--- src/rtl/ttu_defs.vh ---
`ifndef TTU_DEFS_VH
`define TTU_DEFS_VH

// ==========================================================
// Register byte offsets
`define TTU_OFS_SMALL_CTRL  8'h00
`define TTU_OFS_SMALL_PER   8'h04
`define TTU_OFS_SMALL_CAP   8'h08
`define TTU_OFS_SMALL_DUTY  8'h0C
`define TTU_OFS_WA_CTRL     8'h10
`define TTU_OFS_WA_FIRST    8'h14
`define TTU_OFS_WA_SECOND   8'h18
`define TTU_OFS_WB_CTRL     8'h1C
`define TTU_OFS_WB_FIRST    8'h20
`define TTU_OFS_WB_SECOND   8'h24
`define TTU_OFS_PORT_FSEL   8'h28
`define TTU_OFS_SMALL_CNT   8'h2C
`define TTU_OFS_WA_CNT      8'h30
`define TTU_OFS_WB_CNT      8'h34
`define TTU_OFS_IRQ_STAT    8'h38
`define TTU_OFS_IRQ_MASK    8'h3C

// ==========================================================
// Control register fields
`define TTU_CTRL_EN         0
`define TTU_CTRL_MODE_LO    1
`define TTU_CTRL_MODE_HI    2
`define TTU_CTRL_CLK_LO     3
`define TTU_CTRL_CLK_HI     5

// Port function select fields and required codes
`define TTU_FSEL_WA_LO      3
`define TTU_FSEL_WA_HI      4
`define TTU_FSEL_WB_LO      5
`define TTU_FSEL_WB_HI      6
`define TTU_FSEL_WA_RUN     2'b11
`define TTU_FSEL_WB_RUN     2'b01
`define TTU_FSEL_CAPTURE    2'b00

// Interrupt status bits
`define TTU_IRQ_BITS        6
`define TTU_IRQ_SMALL_MATCH 0
`define TTU_IRQ_WA_MATCH    1
`define TTU_IRQ_WB_MATCH    2
`define TTU_IRQ_SMALL_CAP   3
`define TTU_IRQ_WA_CAP      4
`define TTU_IRQ_WB_CAP      5

// ==========================================================
// Core modes (internal encoding)
`define TTU_CORE_COUNT      2'b00
`define TTU_CORE_CAPTURE    2'b01
`define TTU_CORE_ONESHOT    2'b10
`define TTU_CORE_REPEAT     2'b11

// Small timer mode field codes
`define TTU_SMODE_COUNT     2'b00
`define TTU_SMODE_PWM       2'b01

// Clock select codes for the external event input and the fast oscillator
`define TTU_CLK_EVENT       3'b111
`define TTU_CLK_FAST_OSC    3'b110

// Prescaler width (largest divider is 2048)
`define TTU_PRE_W           11

// Reset values
`define TTU_RST_CTRL        8'h00
`define TTU_RST_SMALL       8'hFF
`define TTU_RST_WIDE        16'hFFFF

`endif

--- src/rtl/ttu_timers.v ---
// The implementer's own choices: the APB register port and the address map.
`include "ttu_defs.vh"

// ==========================================================
// Shared counter core
module ttu_core #(
  parameter W = 16
) (
  // Clock and reset
  input wire pclk,
  input wire presetn,
  // Control
  input wire en,
  input wire [1:0] mode,
  input wire pin_ok,
  input wire tick,
  input wire cap_edge,
  input wire [W-1:0] period,
  input wire [W-1:0] duty,
  // Results
  output reg [W-1:0] cnt_q,
  output reg [W-1:0] cap_q,
  output reg toggle_q,
  output reg pwm_q,
  output reg match_q,
  output reg capev_q
);
  reg done_q;
  wire hit;

  assign hit = (cnt_q == period);

  always @(posedge pclk or negedge presetn) begin
    if (!presetn) begin
      cnt_q <= {W{1'b0}};
      cap_q <= {W{1'b0}};
      toggle_q <= 1'b0;
      pwm_q <= 1'b0;
      match_q <= 1'b0;
      capev_q <= 1'b0;
      done_q <= 1'b0;
    end else begin
      match_q <= 1'b0;
      capev_q <= 1'b0;
      if (!en) begin
        cnt_q <= {W{1'b0}};
        pwm_q <= 1'b0;
        done_q <= 1'b0;
      end else begin
        case (mode)
          `TTU_CORE_COUNT: begin
            pwm_q <= 1'b0;
            if (tick) begin
              if (hit) begin
                cnt_q <= {W{1'b0}};
                toggle_q <= toggle_q ^ pin_ok;
                match_q <= 1'b1;
              end else begin
                cnt_q <= cnt_q + 1'b1;
              end
            end
          end
          `TTU_CORE_CAPTURE: begin
            pwm_q <= 1'b0;
            if (tick)
              cnt_q <= cnt_q + 1'b1;
            if (cap_edge) begin
              cap_q <= cnt_q;
              capev_q <= 1'b1;
            end
          end
          `TTU_CORE_ONESHOT, `TTU_CORE_REPEAT: begin
            // Output high while the count is below the duty value
            pwm_q <= pin_ok & ~done_q & (cnt_q < duty);
            if (tick && !done_q) begin
              if (hit) begin
                match_q <= 1'b1;
                if (mode == `TTU_CORE_ONESHOT)
                  done_q <= 1'b1;
                else
                  cnt_q <= {W{1'b0}};
              end else begin
                cnt_q <= cnt_q + 1'b1;
              end
            end
          end
          default: cnt_q <= cnt_q;
        endcase
      end
    end
  end
endmodule

// ==========================================================
// Top: three timers behind an APB slave
module ttu_timers (
  // APB
  input wire pclk,
  input wire presetn,
  input wire psel,
  input wire penable,
  input wire pwrite,
  input wire [7:0] paddr,
  input wire [31:0] pwdata,
  output reg [31:0] prdata,
  output reg pready,
  output reg pslverr,
  // Pins in
  input wire small_timer_event_in,
  input wire wide_timer_a_event_in,
  input wire wide_timer_b_event_in,
  input wire capture_trigger_a,
  input wire capture_trigger_b,
  input wire capture_trigger_c,
  input wire fast_internal_oscillator,
  // Pins out
  output wire small_timer_toggle_out,
  output wire small_timer_pwm_out,
  output wire wide_timer_a_compare_out,
  output wire wide_timer_a_pwm_out,
  output wire wide_timer_b_toggle_out,
  output wire wide_timer_b_pwm_out,
  // Interrupt
  output reg irq
);

  // ========================================================
  // Functions
  function pre_tick;
    input [`TTU_PRE_W-1:0] p;
    input [3:0] lg;
    reg [`TTU_PRE_W-1:0] m;
    begin
      m = ~({`TTU_PRE_W{1'b1}} << lg);
      pre_tick = ((p & m) == m);
    end
  endfunction

  // Divider exponent per select code; timer 0 small, 1 wide A, 2 wide B
  function [3:0] div_lg;
    input [1:0] tmr;
    input [2:0] sel;
    begin
      case (sel)
        3'd0: div_lg = (tmr == 2'd0) ? 4'd1 : 4'd0;
        3'd1: div_lg = (tmr == 2'd0) ? 4'd2 : 4'd1;
        3'd2: div_lg = (tmr == 2'd0) ? 4'd3 : 4'd2;
        3'd3: div_lg = (tmr == 2'd0) ? 4'd5 : 4'd3;
        3'd4: div_lg = (tmr == 2'd0) ? 4'd7 : 4'd6;
        3'd5: div_lg = (tmr == 2'd2) ? 4'd11 : 4'd9;
        default: div_lg = 4'd11;
      endcase
    end
  endfunction

  // ========================================================
  // Pin synchronisers: 2 flops then an edge flop
  reg [6:0] sync1_q;
  reg [6:0] sync2_q;
  reg [6:0] sync3_q;
  wire [6:0] rise;

  always @(posedge pclk or negedge presetn) begin
    if (!presetn) begin
      sync1_q <= 7'h00;
      sync2_q <= 7'h00;
      sync3_q <= 7'h00;
    end else begin
      sync1_q <= {fast_internal_oscillator, capture_trigger_c,
                  capture_trigger_b, capture_trigger_a,
                  wide_timer_b_event_in, wide_timer_a_event_in,
                  small_timer_event_in};
      sync2_q <= sync1_q;
      sync3_q <= sync2_q;
    end
  end
  assign rise = sync2_q & ~sync3_q;

  // ========================================================
  // Registers
  reg [7:0] s_ctrl_q;
  reg [7:0] s_per_q;
  reg [7:0] s_duty_q;
  reg [7:0] a_ctrl_q;
  reg [15:0] a_first_q;
  reg [15:0] a_second_q;
  reg [7:0] b_ctrl_q;
  reg [15:0] b_first_q;
  reg [15:0] b_second_q;
  reg [7:0] fsel_q;
  reg [`TTU_IRQ_BITS-1:0] ist_q;
  reg [`TTU_IRQ_BITS-1:0] imask_q;
  reg [`TTU_PRE_W-1:0] pre_q;

  always @(posedge pclk or negedge presetn) begin
    if (!presetn)
      pre_q <= {`TTU_PRE_W{1'b0}};
    else
      pre_q <= pre_q + 1'b1;
  end

  // ========================================================
  // Clock selection
  wire [2:0] s_sel = s_ctrl_q[`TTU_CTRL_CLK_HI:`TTU_CTRL_CLK_LO];
  wire [2:0] a_sel = a_ctrl_q[`TTU_CTRL_CLK_HI:`TTU_CTRL_CLK_LO];
  wire [2:0] b_sel = b_ctrl_q[`TTU_CTRL_CLK_HI:`TTU_CTRL_CLK_LO];
  wire s_tick = (s_sel == `TTU_CLK_EVENT) ? rise[0] :
                pre_tick(pre_q, div_lg(2'd0, s_sel));
  wire a_tick = (a_sel == `TTU_CLK_EVENT) ? rise[1] :
                pre_tick(pre_q, div_lg(2'd1, a_sel));
  // Fast oscillator is sampled, so it counts at most fx/2 here
  wire b_tick = (b_sel == `TTU_CLK_EVENT) ? rise[2] :
                (b_sel == `TTU_CLK_FAST_OSC) ? rise[6] :
                pre_tick(pre_q, div_lg(2'd2, b_sel));

  // ========================================================
  // Mode decode
  wire [1:0] s_mfld = s_ctrl_q[`TTU_CTRL_MODE_HI:`TTU_CTRL_MODE_LO];
  wire [1:0] s_mode = s_mfld[1] ? `TTU_CORE_CAPTURE :
                      (s_mfld == `TTU_SMODE_PWM) ? `TTU_CORE_REPEAT :
                      `TTU_CORE_COUNT;
  wire [1:0] a_mode = a_ctrl_q[`TTU_CTRL_MODE_HI:`TTU_CTRL_MODE_LO];
  wire [1:0] b_mode = b_ctrl_q[`TTU_CTRL_MODE_HI:`TTU_CTRL_MODE_LO];
  wire [1:0] a_fs = fsel_q[`TTU_FSEL_WA_HI:`TTU_FSEL_WA_LO];
  wire [1:0] b_fs = fsel_q[`TTU_FSEL_WB_HI:`TTU_FSEL_WB_LO];
  // Wide timer outputs and capture triggers are only routed when the port function matches the mode
  wire a_pin_ok = (a_mode == `TTU_CORE_CAPTURE) ?
                  (a_fs == `TTU_FSEL_CAPTURE) :
                  (a_fs == `TTU_FSEL_WA_RUN);
  wire b_pin_ok = (b_mode == `TTU_CORE_CAPTURE) ?
                  (b_fs == `TTU_FSEL_CAPTURE) :
                  (b_fs == `TTU_FSEL_WB_RUN);

  // ========================================================
  // Timer instances
  wire [7:0] s_cnt;
  wire [7:0] s_cap;
  wire [15:0] a_cnt;
  wire [15:0] a_cap;
  wire [15:0] b_cnt;
  wire [15:0] b_cap;
  wire [2:0] match;
  wire [2:0] capev;

  ttu_core #(.W(8)) u_small (
    .pclk(pclk), .presetn(presetn),
    .en(s_ctrl_q[`TTU_CTRL_EN]), .mode(s_mode), .pin_ok(1'b1),
    .tick(s_tick), .cap_edge(rise[3]),
    .period(s_per_q), .duty(s_duty_q),
    .cnt_q(s_cnt), .cap_q(s_cap),
    .toggle_q(small_timer_toggle_out), .pwm_q(small_timer_pwm_out),
    .match_q(match[0]), .capev_q(capev[0])
  );

  ttu_core #(.W(16)) u_wide_a (
    .pclk(pclk), .presetn(presetn),
    .en(a_ctrl_q[`TTU_CTRL_EN]), .mode(a_mode), .pin_ok(a_pin_ok),
    .tick(a_tick), .cap_edge(rise[4] & a_pin_ok),
    .period(a_first_q), .duty(a_second_q),
    .cnt_q(a_cnt), .cap_q(a_cap),
    .toggle_q(wide_timer_a_compare_out), .pwm_q(wide_timer_a_pwm_out),
    .match_q(match[1]), .capev_q(capev[1])
  );

  ttu_core #(.W(16)) u_wide_b (
    .pclk(pclk), .presetn(presetn),
    .en(b_ctrl_q[`TTU_CTRL_EN]), .mode(b_mode), .pin_ok(b_pin_ok),
    .tick(b_tick), .cap_edge(rise[5] & b_pin_ok),
    .period(b_first_q), .duty(b_second_q),
    .cnt_q(b_cnt), .cap_q(b_cap),
    .toggle_q(wide_timer_b_toggle_out), .pwm_q(wide_timer_b_pwm_out),
    .match_q(match[2]), .capev_q(capev[2])
  );

  // ========================================================
  // APB slave: one wait state, response registered
  wire wr_done = psel & penable & pwrite & pready;
  reg [31:0] rd_d;
  reg bad_d;

  always @* begin
    rd_d = 32'h0000_0000;
    bad_d = 1'b0;
    case (paddr)
      `TTU_OFS_SMALL_CTRL: rd_d[7:0] = s_ctrl_q;
      `TTU_OFS_SMALL_PER:  rd_d[7:0] = s_per_q;
      `TTU_OFS_SMALL_CAP:  rd_d[7:0] = s_cap;
      `TTU_OFS_SMALL_DUTY: rd_d[7:0] = s_duty_q;
      `TTU_OFS_WA_CTRL:    rd_d[7:0] = a_ctrl_q;
      `TTU_OFS_WA_FIRST:   rd_d[15:0] = a_first_q;
      `TTU_OFS_WA_SECOND:
        rd_d[15:0] = (a_mode == `TTU_CORE_CAPTURE) ? a_cap : a_second_q;
      `TTU_OFS_WB_CTRL:    rd_d[7:0] = b_ctrl_q;
      `TTU_OFS_WB_FIRST:   rd_d[15:0] = b_first_q;
      `TTU_OFS_WB_SECOND:
        rd_d[15:0] = (b_mode == `TTU_CORE_CAPTURE) ? b_cap : b_second_q;
      `TTU_OFS_PORT_FSEL:  rd_d[7:0] = fsel_q;
      `TTU_OFS_SMALL_CNT:  rd_d[7:0] = s_cnt;
      `TTU_OFS_WA_CNT:     rd_d[15:0] = a_cnt;
      `TTU_OFS_WB_CNT:     rd_d[15:0] = b_cnt;
      `TTU_OFS_IRQ_STAT:   rd_d[`TTU_IRQ_BITS-1:0] = ist_q;
      `TTU_OFS_IRQ_MASK:   rd_d[`TTU_IRQ_BITS-1:0] = imask_q;
      default: bad_d = 1'b1;
    endcase
  end

  wire [`TTU_IRQ_BITS-1:0] ev = {capev, match};
  wire [`TTU_IRQ_BITS-1:0] w1c =
    (wr_done && paddr == `TTU_OFS_IRQ_STAT) ?
    pwdata[`TTU_IRQ_BITS-1:0] : {`TTU_IRQ_BITS{1'b0}};
  // A new event wins over a clear in the same cycle
  wire [`TTU_IRQ_BITS-1:0] ist_d = (ist_q & ~w1c) | ev;

  always @(posedge pclk or negedge presetn) begin
    if (!presetn) begin
      pready <= 1'b0;
      pslverr <= 1'b0;
      prdata <= 32'h0000_0000;
      irq <= 1'b0;
      ist_q <= {`TTU_IRQ_BITS{1'b0}};
      imask_q <= {`TTU_IRQ_BITS{1'b0}};
      s_ctrl_q <= `TTU_RST_CTRL;
      s_per_q <= `TTU_RST_SMALL;
      s_duty_q <= 8'h00;
      a_ctrl_q <= `TTU_RST_CTRL;
      a_first_q <= `TTU_RST_WIDE;
      a_second_q <= 16'h0000;
      b_ctrl_q <= `TTU_RST_CTRL;
      b_first_q <= `TTU_RST_WIDE;
      b_second_q <= 16'h0000;
      fsel_q <= `TTU_RST_CTRL;
    end else begin
      ist_q <= ist_d;
      irq <= |(ist_d & imask_q);
      if (psel && penable && !pready) begin
        pready <= 1'b1;
        pslverr <= bad_d;
        prdata <= pwrite ? 32'h0000_0000 : rd_d;
      end else begin
        pready <= 1'b0;
        pslverr <= 1'b0;
      end
      if (wr_done) begin
        case (paddr)
          `TTU_OFS_SMALL_CTRL: s_ctrl_q <= pwdata[7:0];
          `TTU_OFS_SMALL_PER:  s_per_q <= pwdata[7:0];
          `TTU_OFS_SMALL_DUTY: s_duty_q <= pwdata[7:0];
          `TTU_OFS_WA_CTRL:    a_ctrl_q <= pwdata[7:0];
          `TTU_OFS_WA_FIRST:   a_first_q <= pwdata[15:0];
          `TTU_OFS_WA_SECOND:  a_second_q <= pwdata[15:0];
          `TTU_OFS_WB_CTRL:    b_ctrl_q <= pwdata[7:0];
          `TTU_OFS_WB_FIRST:   b_first_q <= pwdata[15:0];
          `TTU_OFS_WB_SECOND:  b_second_q <= pwdata[15:0];
          `TTU_OFS_PORT_FSEL:  fsel_q <= pwdata[7:0];
          `TTU_OFS_IRQ_MASK:   imask_q <= pwdata[`TTU_IRQ_BITS-1:0];
          default: fsel_q <= fsel_q;
        endcase
      end
    end
  end
endmodule
--- config.mk ---
export PLATFORM = sky130hd
export DESIGN_NAME = ttu_timers
export DESIGN_NICKNAME = d
export VERILOG_FILES = /design/src/rtl/ttu_timers.v
export VERILOG_INCLUDE_DIRS = /design/src /design/src/rtl
export SDC_FILE = /design/constraint.sdc
export NUM_CORES = 1
export LEC_CHECK = 0
export ABC_AREA = 1
export BUFFER_PORTS_ARGS = -buffer_cell sky130_fd_sc_hd__buf_2
export CAP_MARGIN = 20
export CORE_ASPECT_RATIO = 0.6
export CORE_MARGIN = 2
export CORE_UTILIZATION = 39
export CTS_BUF_LIST = sky130_fd_sc_hd__clkbuf_4
export DETAILED_ROUTE_END_ITERATION = 10
export SLEW_MARGIN = 15
export SYNTH_ARGS = -nofsm -noshare
export SYNTH_HDL_FRONTEND = slang
export SYNTH_SLANG_ARGS = --single-unit
--- constraint.sdc ---
create_clock -name pclk -period 1.8 [get_ports pclk]
set_input_delay 0.36 -clock pclk [delete_from_list [all_inputs] [get_ports pclk]]
set_output_delay 0.36 -clock pclk [all_outputs]
set_load 0.1 [all_outputs]
* Yosys cells after proc, flatten, opt, wreduce, memory -nomap -nowiden
Cells that the tools add are included.
** Cells by class
- Magnitude comparators :: 3
- Bitwise gates (word level) :: 28
- Reduce and logical (&&, ||, !) cells :: 50
- Equality and inequality tests :: 75
- Muxes and demuxes :: 90
- Shift operators :: 3
- Add/subtract/negate cells :: 4
** Operators with widths (count)
- 16-bit two-way mux :: 17
- 16-bit case mux with 3 select lines :: 2
- 6-bit case mux with 16 select lines :: 1
- 8-bit by 6-bit equality test with 1-bit output (second input constant) :: 8
- 8-bit two-way mux :: 7
- 1-bit two-way mux :: 48
- 4-bit case mux with 6 select lines :: 2
- 8-bit case mux with 6 select lines :: 1
- 4-bit AND reduction :: 9
- 11-bit AND :: 3
- 11-bit equality test :: 3
- 11-bit inverter :: 3
- 11-bit by 4-bit left shift with 11-bit output (first input constant) :: 3
- 16-bit by 1-bit adder with 16-bit output (second input constant) :: 2
- 16-bit equality test :: 2
- 8-bit by 5-bit equality test with 1-bit output (second input constant) :: 4
- 16-bit < comparator :: 2
- 2-bit case mux with 14 select lines :: 1
- 3-bit equality test (second input constant) :: 9
- 3-bit by 2-bit inequality test with 1-bit output (second input constant) :: 9
- 2-bit by 1-bit inequality test with 1-bit output (second input constant) :: 12
- 8-bit case mux with 3 select lines :: 1
- 2-bit AND reduction :: 11
- 4-bit case mux with 5 select lines :: 1
- 31 further kinds :: 92
** Storage, ports and cells
- Bits in registers :: 286
- Output and inout bits :: 41
- Word-level logic and storage cells :: 294

* Logic depth before layout (Yosys ltp)
- Depth after elaboration :: 12
- Depth in mapped cells :: 13

* Hierarchy
From an unflattened synthesis, not the netlist that was laid out.
** Unflattened totals
- Cells, all modules :: 2149
- Area, all modules :: 15578.7 um^2
** Modules (own cells, without submodules)
- ttu_timers :: times used 1, cells each 1165, area each 8916.1 um^2
- ttu_core at u_wide_a ... :: times used 2, cells each 395, area each 2642.5 um^2
- ttu_core at u_small :: times used 1, cells each 194, area each 1377.6 um^2

* Worst setup path before layout
No wires, ideal clock.
- Path kind :: register to register
- Start :: register pready
- End :: register s_ctrl_q[6]
- Path buffers :: 2
- Data arrival time :: 1.961 ns
- Period minus slack after synthesis :: 2.092 ns
- Data required time :: 1.669 ns
- Slack :: -0.292 ns
- Stages on the path, launching flop included :: 8
- Cells stage by stage :: dfrtp_1 -> nand2_1 -> nor2_1 -> clkbuf_1 -> nand2_1 -> clkbuf_1 -> nand2_1 -> o21ai_0
** On the way
- Cells in the longest elaborated chain, start to end :: 2
** RTL lines
- from (decl) :: line ttu_timers.v:106 : output reg pready,
- from (signal assigned) :: line ttu_timers.v:316 : pready <= 1'b0;
- from (signal assigned) :: line ttu_timers.v:336 : pready <= 1'b1;
- from (signal assigned) :: line ttu_timers.v:340 : pready <= 1'b0;
- 1-bit AND :: line ttu_timers.v:277 : wire wr_done = psel & penable & pwrite & pready;
- 2-bit AND reduction (no source line)
- to (signal assigned) :: line ttu_timers.v:322 : s_ctrl_q <= `TTU_RST_CTRL;
- to (signal assigned) :: line ttu_timers.v:345 : `TTU_OFS_SMALL_CTRL: s_ctrl_q <= pwdata[7:0];
- to (decl) :: line ttu_timers.v:181 : reg [7:0] s_ctrl_q;
No other way between the ends.
A chain may end at the register's enable or synchronous reset.

* Worst setup path in the final report
- Start :: register a_first_q[12]
- End :: register u_wide_a.cnt_q[0]
** On the way
- Cells in the longest elaborated chain, start to end :: 5
- Elaborated cells on any way between the ends :: 9
** RTL lines
- from (decl) :: line ttu_timers.v:185 : reg [15:0] a_first_q;
- from (signal assigned) :: line ttu_timers.v:326 : a_first_q <= `TTU_RST_WIDE;
- from (signal assigned) :: line ttu_timers.v:349 : `TTU_OFS_WA_FIRST: a_first_q <= pwdata[15:0];
- 16-bit equality test * :: line ttu_timers.v:31 : assign hit = (cnt_q == period);
- 16-bit two-way mux (on tied branches) :: line ttu_timers.v:76, ttu_timers.v:54
- 16-bit two-way mux (on tied branches) :: line ttu_timers.v:75, ttu_timers.v:53
- 16-bit case mux with 3 select lines :: line ttu_timers.v:50 : case (mode)
- 16-bit two-way mux :: line ttu_timers.v:45 : if (!en) begin
- to (signal assigned) :: line ttu_timers.v:46 : cnt_q <= {W{1'b0}};
- to (signal assigned) :: line ttu_timers.v:55 : cnt_q <= {W{1'b0}};
- to (signal assigned) :: line ttu_timers.v:81 : cnt_q <= {W{1'b0}};
- to (decl) :: line ttu_timers.v:21 : output reg [W-1:0] cnt_q,
Every way passes the cells marked *; elsewhere a longest branch is shown, timed or not. The select of a mux whose other input is x is not followed.

==> impl_metrics.env <==
export IMPL_status="finished, violations left"
export IMPL_violations="negative setup slack"
export IMPL_syn_avg_cell_area_um2=7.63
export IMPL_critical_path_max_stage_delay_ns=0.55
export IMPL_arrival_ns=2.53
export IMPL_cts_root_buf="clkbuf_4"
export IMPL_endpoint="u_wide_a.cnt_q[0]"
export IMPL_synth_cells=1957
export IMPL_first_iter_violations=1671
export IMPL_antenna_found_initial=1
export IMPL_num_fill_cells=3561
export IMPL_mostFrequentLayoutCells="nand2_1 (559), dfrtp_1 (224), o21ai_0 (222)"
export IMPL_startpoint="a_first_q[12]"
export IMPL_multi_input_area_mm2=0.00765
export IMPL_setup_ws_ns=-0.0824
export IMPL_post_route_period_util=1.05
export IMPL_clk_pin_slew_ns=0.07
export IMPL_crit_fanout=8
export IMPL_crit_type="register to register"
export IMPL_pre_cts_slack_ns=-0.324
export IMPL_core_area_mm2=0.0377
export IMPL_grt_setup_unrepaired="yes"
export IMPL_p_leak_nw=9.64
export IMPL_final_util=0.532
export IMPL_ys_flop_type="dfrtp_1"
export IMPL_htreeDepth=3
export IMPL_worstMarginPinSlew_ns=0.587
export IMPL_skew_ns=0.0648
export IMPL_portBuffers=60
export IMPL_slowest_stage="dfstp_2"
export IMPL_powerDensity_mw_per_mm2=640
export IMPL_grt_overflow=0
export IMPL_grt_pass1_wl_um=79400
export IMPL_ys_seq_area_frac=0.456
export IMPL_start_util=0.396
export IMPL_hold_class="primary input to register"
export IMPL_cts_sink_count=270
export IMPL_timing_hold_ws_ns=0.0581
export IMPL_critPathRequiredTime_ns=2.44
export IMPL_ant_nets=0
export IMPL_gp_congestion=0.973
export IMPL_vias=14603
export IMPL_startpoint_type="register"
export IMPL_cts_path_max_buffers=3
export IMPL_die_width_um=257
export IMPL_nets=2384
export IMPL_finalSetupViolCount=50
export IMPL_routed_via_density=5.10
export IMPL_die_y_um=156
export IMPL_async_flop_share=1.00
export IMPL_cts_inserted_buffers=70
export IMPL_grt_start_max_net_pins=56
export IMPL_slew_viol_final=0
export IMPL_ir_drop_mv=0.354
export IMPL_cap_violations=0
export IMPL_hold_violations=0
export IMPL_slew_headroom=0.609
export IMPL_hpwl_um=37600
export IMPL_seqCellArea_mm2=0.00682
export IMPL_regToRegStartpoint="a_first_q[12]"
export IMPL_tritoncts="done"
export IMPL_ys_ff_latch=270
export IMPL_synth_edf_count=0
export IMPL_path_cells="inv_2 > nand2_1 > nand2_1 > a21oi_2 > nand2_2 > nor2_4 > buf_6 > nand3_4 > nand3_4 > buf_12 > nand2_8 > nand2_4 > nand2_2"
export IMPL_setup_tns_ns=-2.21
export IMPL_drc=0
export IMPL_r2r_end="u_wide_a.cnt_q[0]"
export IMPL_grt_pass1_vias=13748
export IMPL_min_period_ns=1.88
export IMPL_power_mw=12.8
export IMPL_yosysWarnings=0
export IMPL_ff2ff_setup_slack_ns=-0.08
export IMPL_grt_usage=0.260
export IMPL_wl_per_cell_um=18.3
export IMPL_num_rows=55
export IMPL_firstDrtPassIters=10
export IMPL_drive_above_1_share=0.291
export IMPL_yosysUniqueCellTypes=45
export IMPL_routed_wl_um=52300
export IMPL_insertion_delay_ns=0.81
export IMPL_area_growth_synth_to_final_pct=34.3
export IMPL_r2r_cells=13
export IMPL_cp_end_kind="register"
export IMPL_max_freq_ghz=0.531
export IMPL_dieArea_mm2=0.0399
export IMPL_syn_area_mm2=0.0149
export IMPL_pin_count=93
export IMPL_layout_commonest_cell="nand2_1"
==> per-layer routing <==
metal | track usage | vias up | part of all wire
met3 | 0.0775 | 66 | 0.10
met2 | 0.346 | 570 | 0.39
met5 | 0 | - | 0
li1 | - | 6956 | -
met1 | 0.407 | 7011 | 0.49
met4 | 0.0537 | 0 | 0.014
==> registers in the layout, summed over array words and instances, names as in the netlist, 11 cells and up <==
| register | flops |
|---|---|
| prdata | 16 |
| a_first_q | 16 |
| a_second_q | 16 |
| b_second_q | 16 |
| b_first_q | 16 |
| u_wide_a.cap_q | 16 |
| u_wide_b.cap_q | 16 |
| pre_q | 11 |
| u_wide_a.cnt_q | 16 |
| u_wide_b.cnt_q | 16 |
==> logic make-up (layout without fill, tap and decap cells) <==
family / Yosys count / after routing / synth area share
AO/OA/AOI/OAI: 347 / 347 / 0.127
XOR/XNOR: 59 / 59 / 0.0346
adder cells (fa/ha/maj): 41 / 41 / 0.0343
buffers and inverters: 294 / 668 / 0.0834
flip-flops: 270 / 270 / 0.456
other: 1 / 19 / 0.000251
AND/OR/NAND/NOR: 945 / 947 / 0.264
==> how the worst min path moves through the flow <==
stage / start / end / slack (ns) / cells past startpoint
6_report: pwdata[6] / a_ctrl_q[6] / 0.06 / 4
5_1_grt: pwdata[6] / a_ctrl_q[6] / 0.06 / 4
4_1_cts: pwdata[6] / a_ctrl_q[6] / 0.003 / 4
3_5_place_dp: presetn / pre_q[3] / 0.34 / 1
3_3_place_gp: sync1_q[0] / sync2_q[0] / 0.34 / 0
2_1_floorplan: presetn / a_ctrl_q[0] / 0.06 / 0
==> critical path, delay by kind of cell (launching register included) <==
kind / cells / cell delay [ns]
AND/OR/NAND/NOR: 9 / 0.77
flip-flops: 1 / 0.55
buffers and inverters: 3 / 0.29
AO/OA/AOI/OAI: 1 / 0.14
==> per-stage QoR <==
stage	cells	instance area [um2]
floorplan	1972	15000
global placement	2667	17300
detailed placement	2667	17300
CTS	2838	19300
global route	2863	20100
finish	2864	20100
==> power breakdown <==
| group | leakage [nW] | switching (mW) | internal [mW] |
|---|---|---|---|
| sequential | 3.52 | 0.0241 | 6.11 |
| clock | 0.567 | 2.86 | 3.05 |
| combinational | 5.55 | 0.560 | 0.221 |
| total | 9.64 | 3.45 | 9.38 |
==> cell usage after synthesis (16+ instances only) <==
library cell,number,area share
nor2_1,141,0.035
buf_2,28,0.0094
nand3_1,88,0.029
a21oi_1,23,0.0077
nor3_1,20,0.0067
nand4_1,21,0.0088
dfrtp_1,230,0.39
buf_4,18,0.0090
o21ai_0,246,0.082
clkbuf_1,42,0.011
xor2_1,56,0.033
dfstp_2,40,0.070
inv_1,181,0.045
ha_1,41,0.034
o21bai_1,20,0.010
o21ai_1,20,0.0067
inv_2,16,0.0040
nand2_1,638,0.16
==> area by class of cell <==
class / instances / share of cell area
tap: 513 / 0.0320
timing repair inverter: 1 / 0.000249
clock inverter: 28 / 0.0104
clock buffer: 101 / 0.0378
antenna: 3 / 0.000374
multi-input combinational: 1410 / 0.381
inverter: 201 / 0.0381
sequential: 270 / 0.340
timing repair buffer: 337 / 0.160
==> repair_timing <==
| item | CTS | global route |
|---|---|---|
| gates cloned | 5 | 5 |
| setup buffers | 12 | 20 |
| resized for setup | 154 | 180 |
| hold buffers | 25 | 0 |
| pin swaps | 38 | 51 |
| setup endpoints to repair | 77 | 115 |
| hold endpoints to repair | 278 | 0 |
Note: power is estimated with default switching activity, not from simulation.
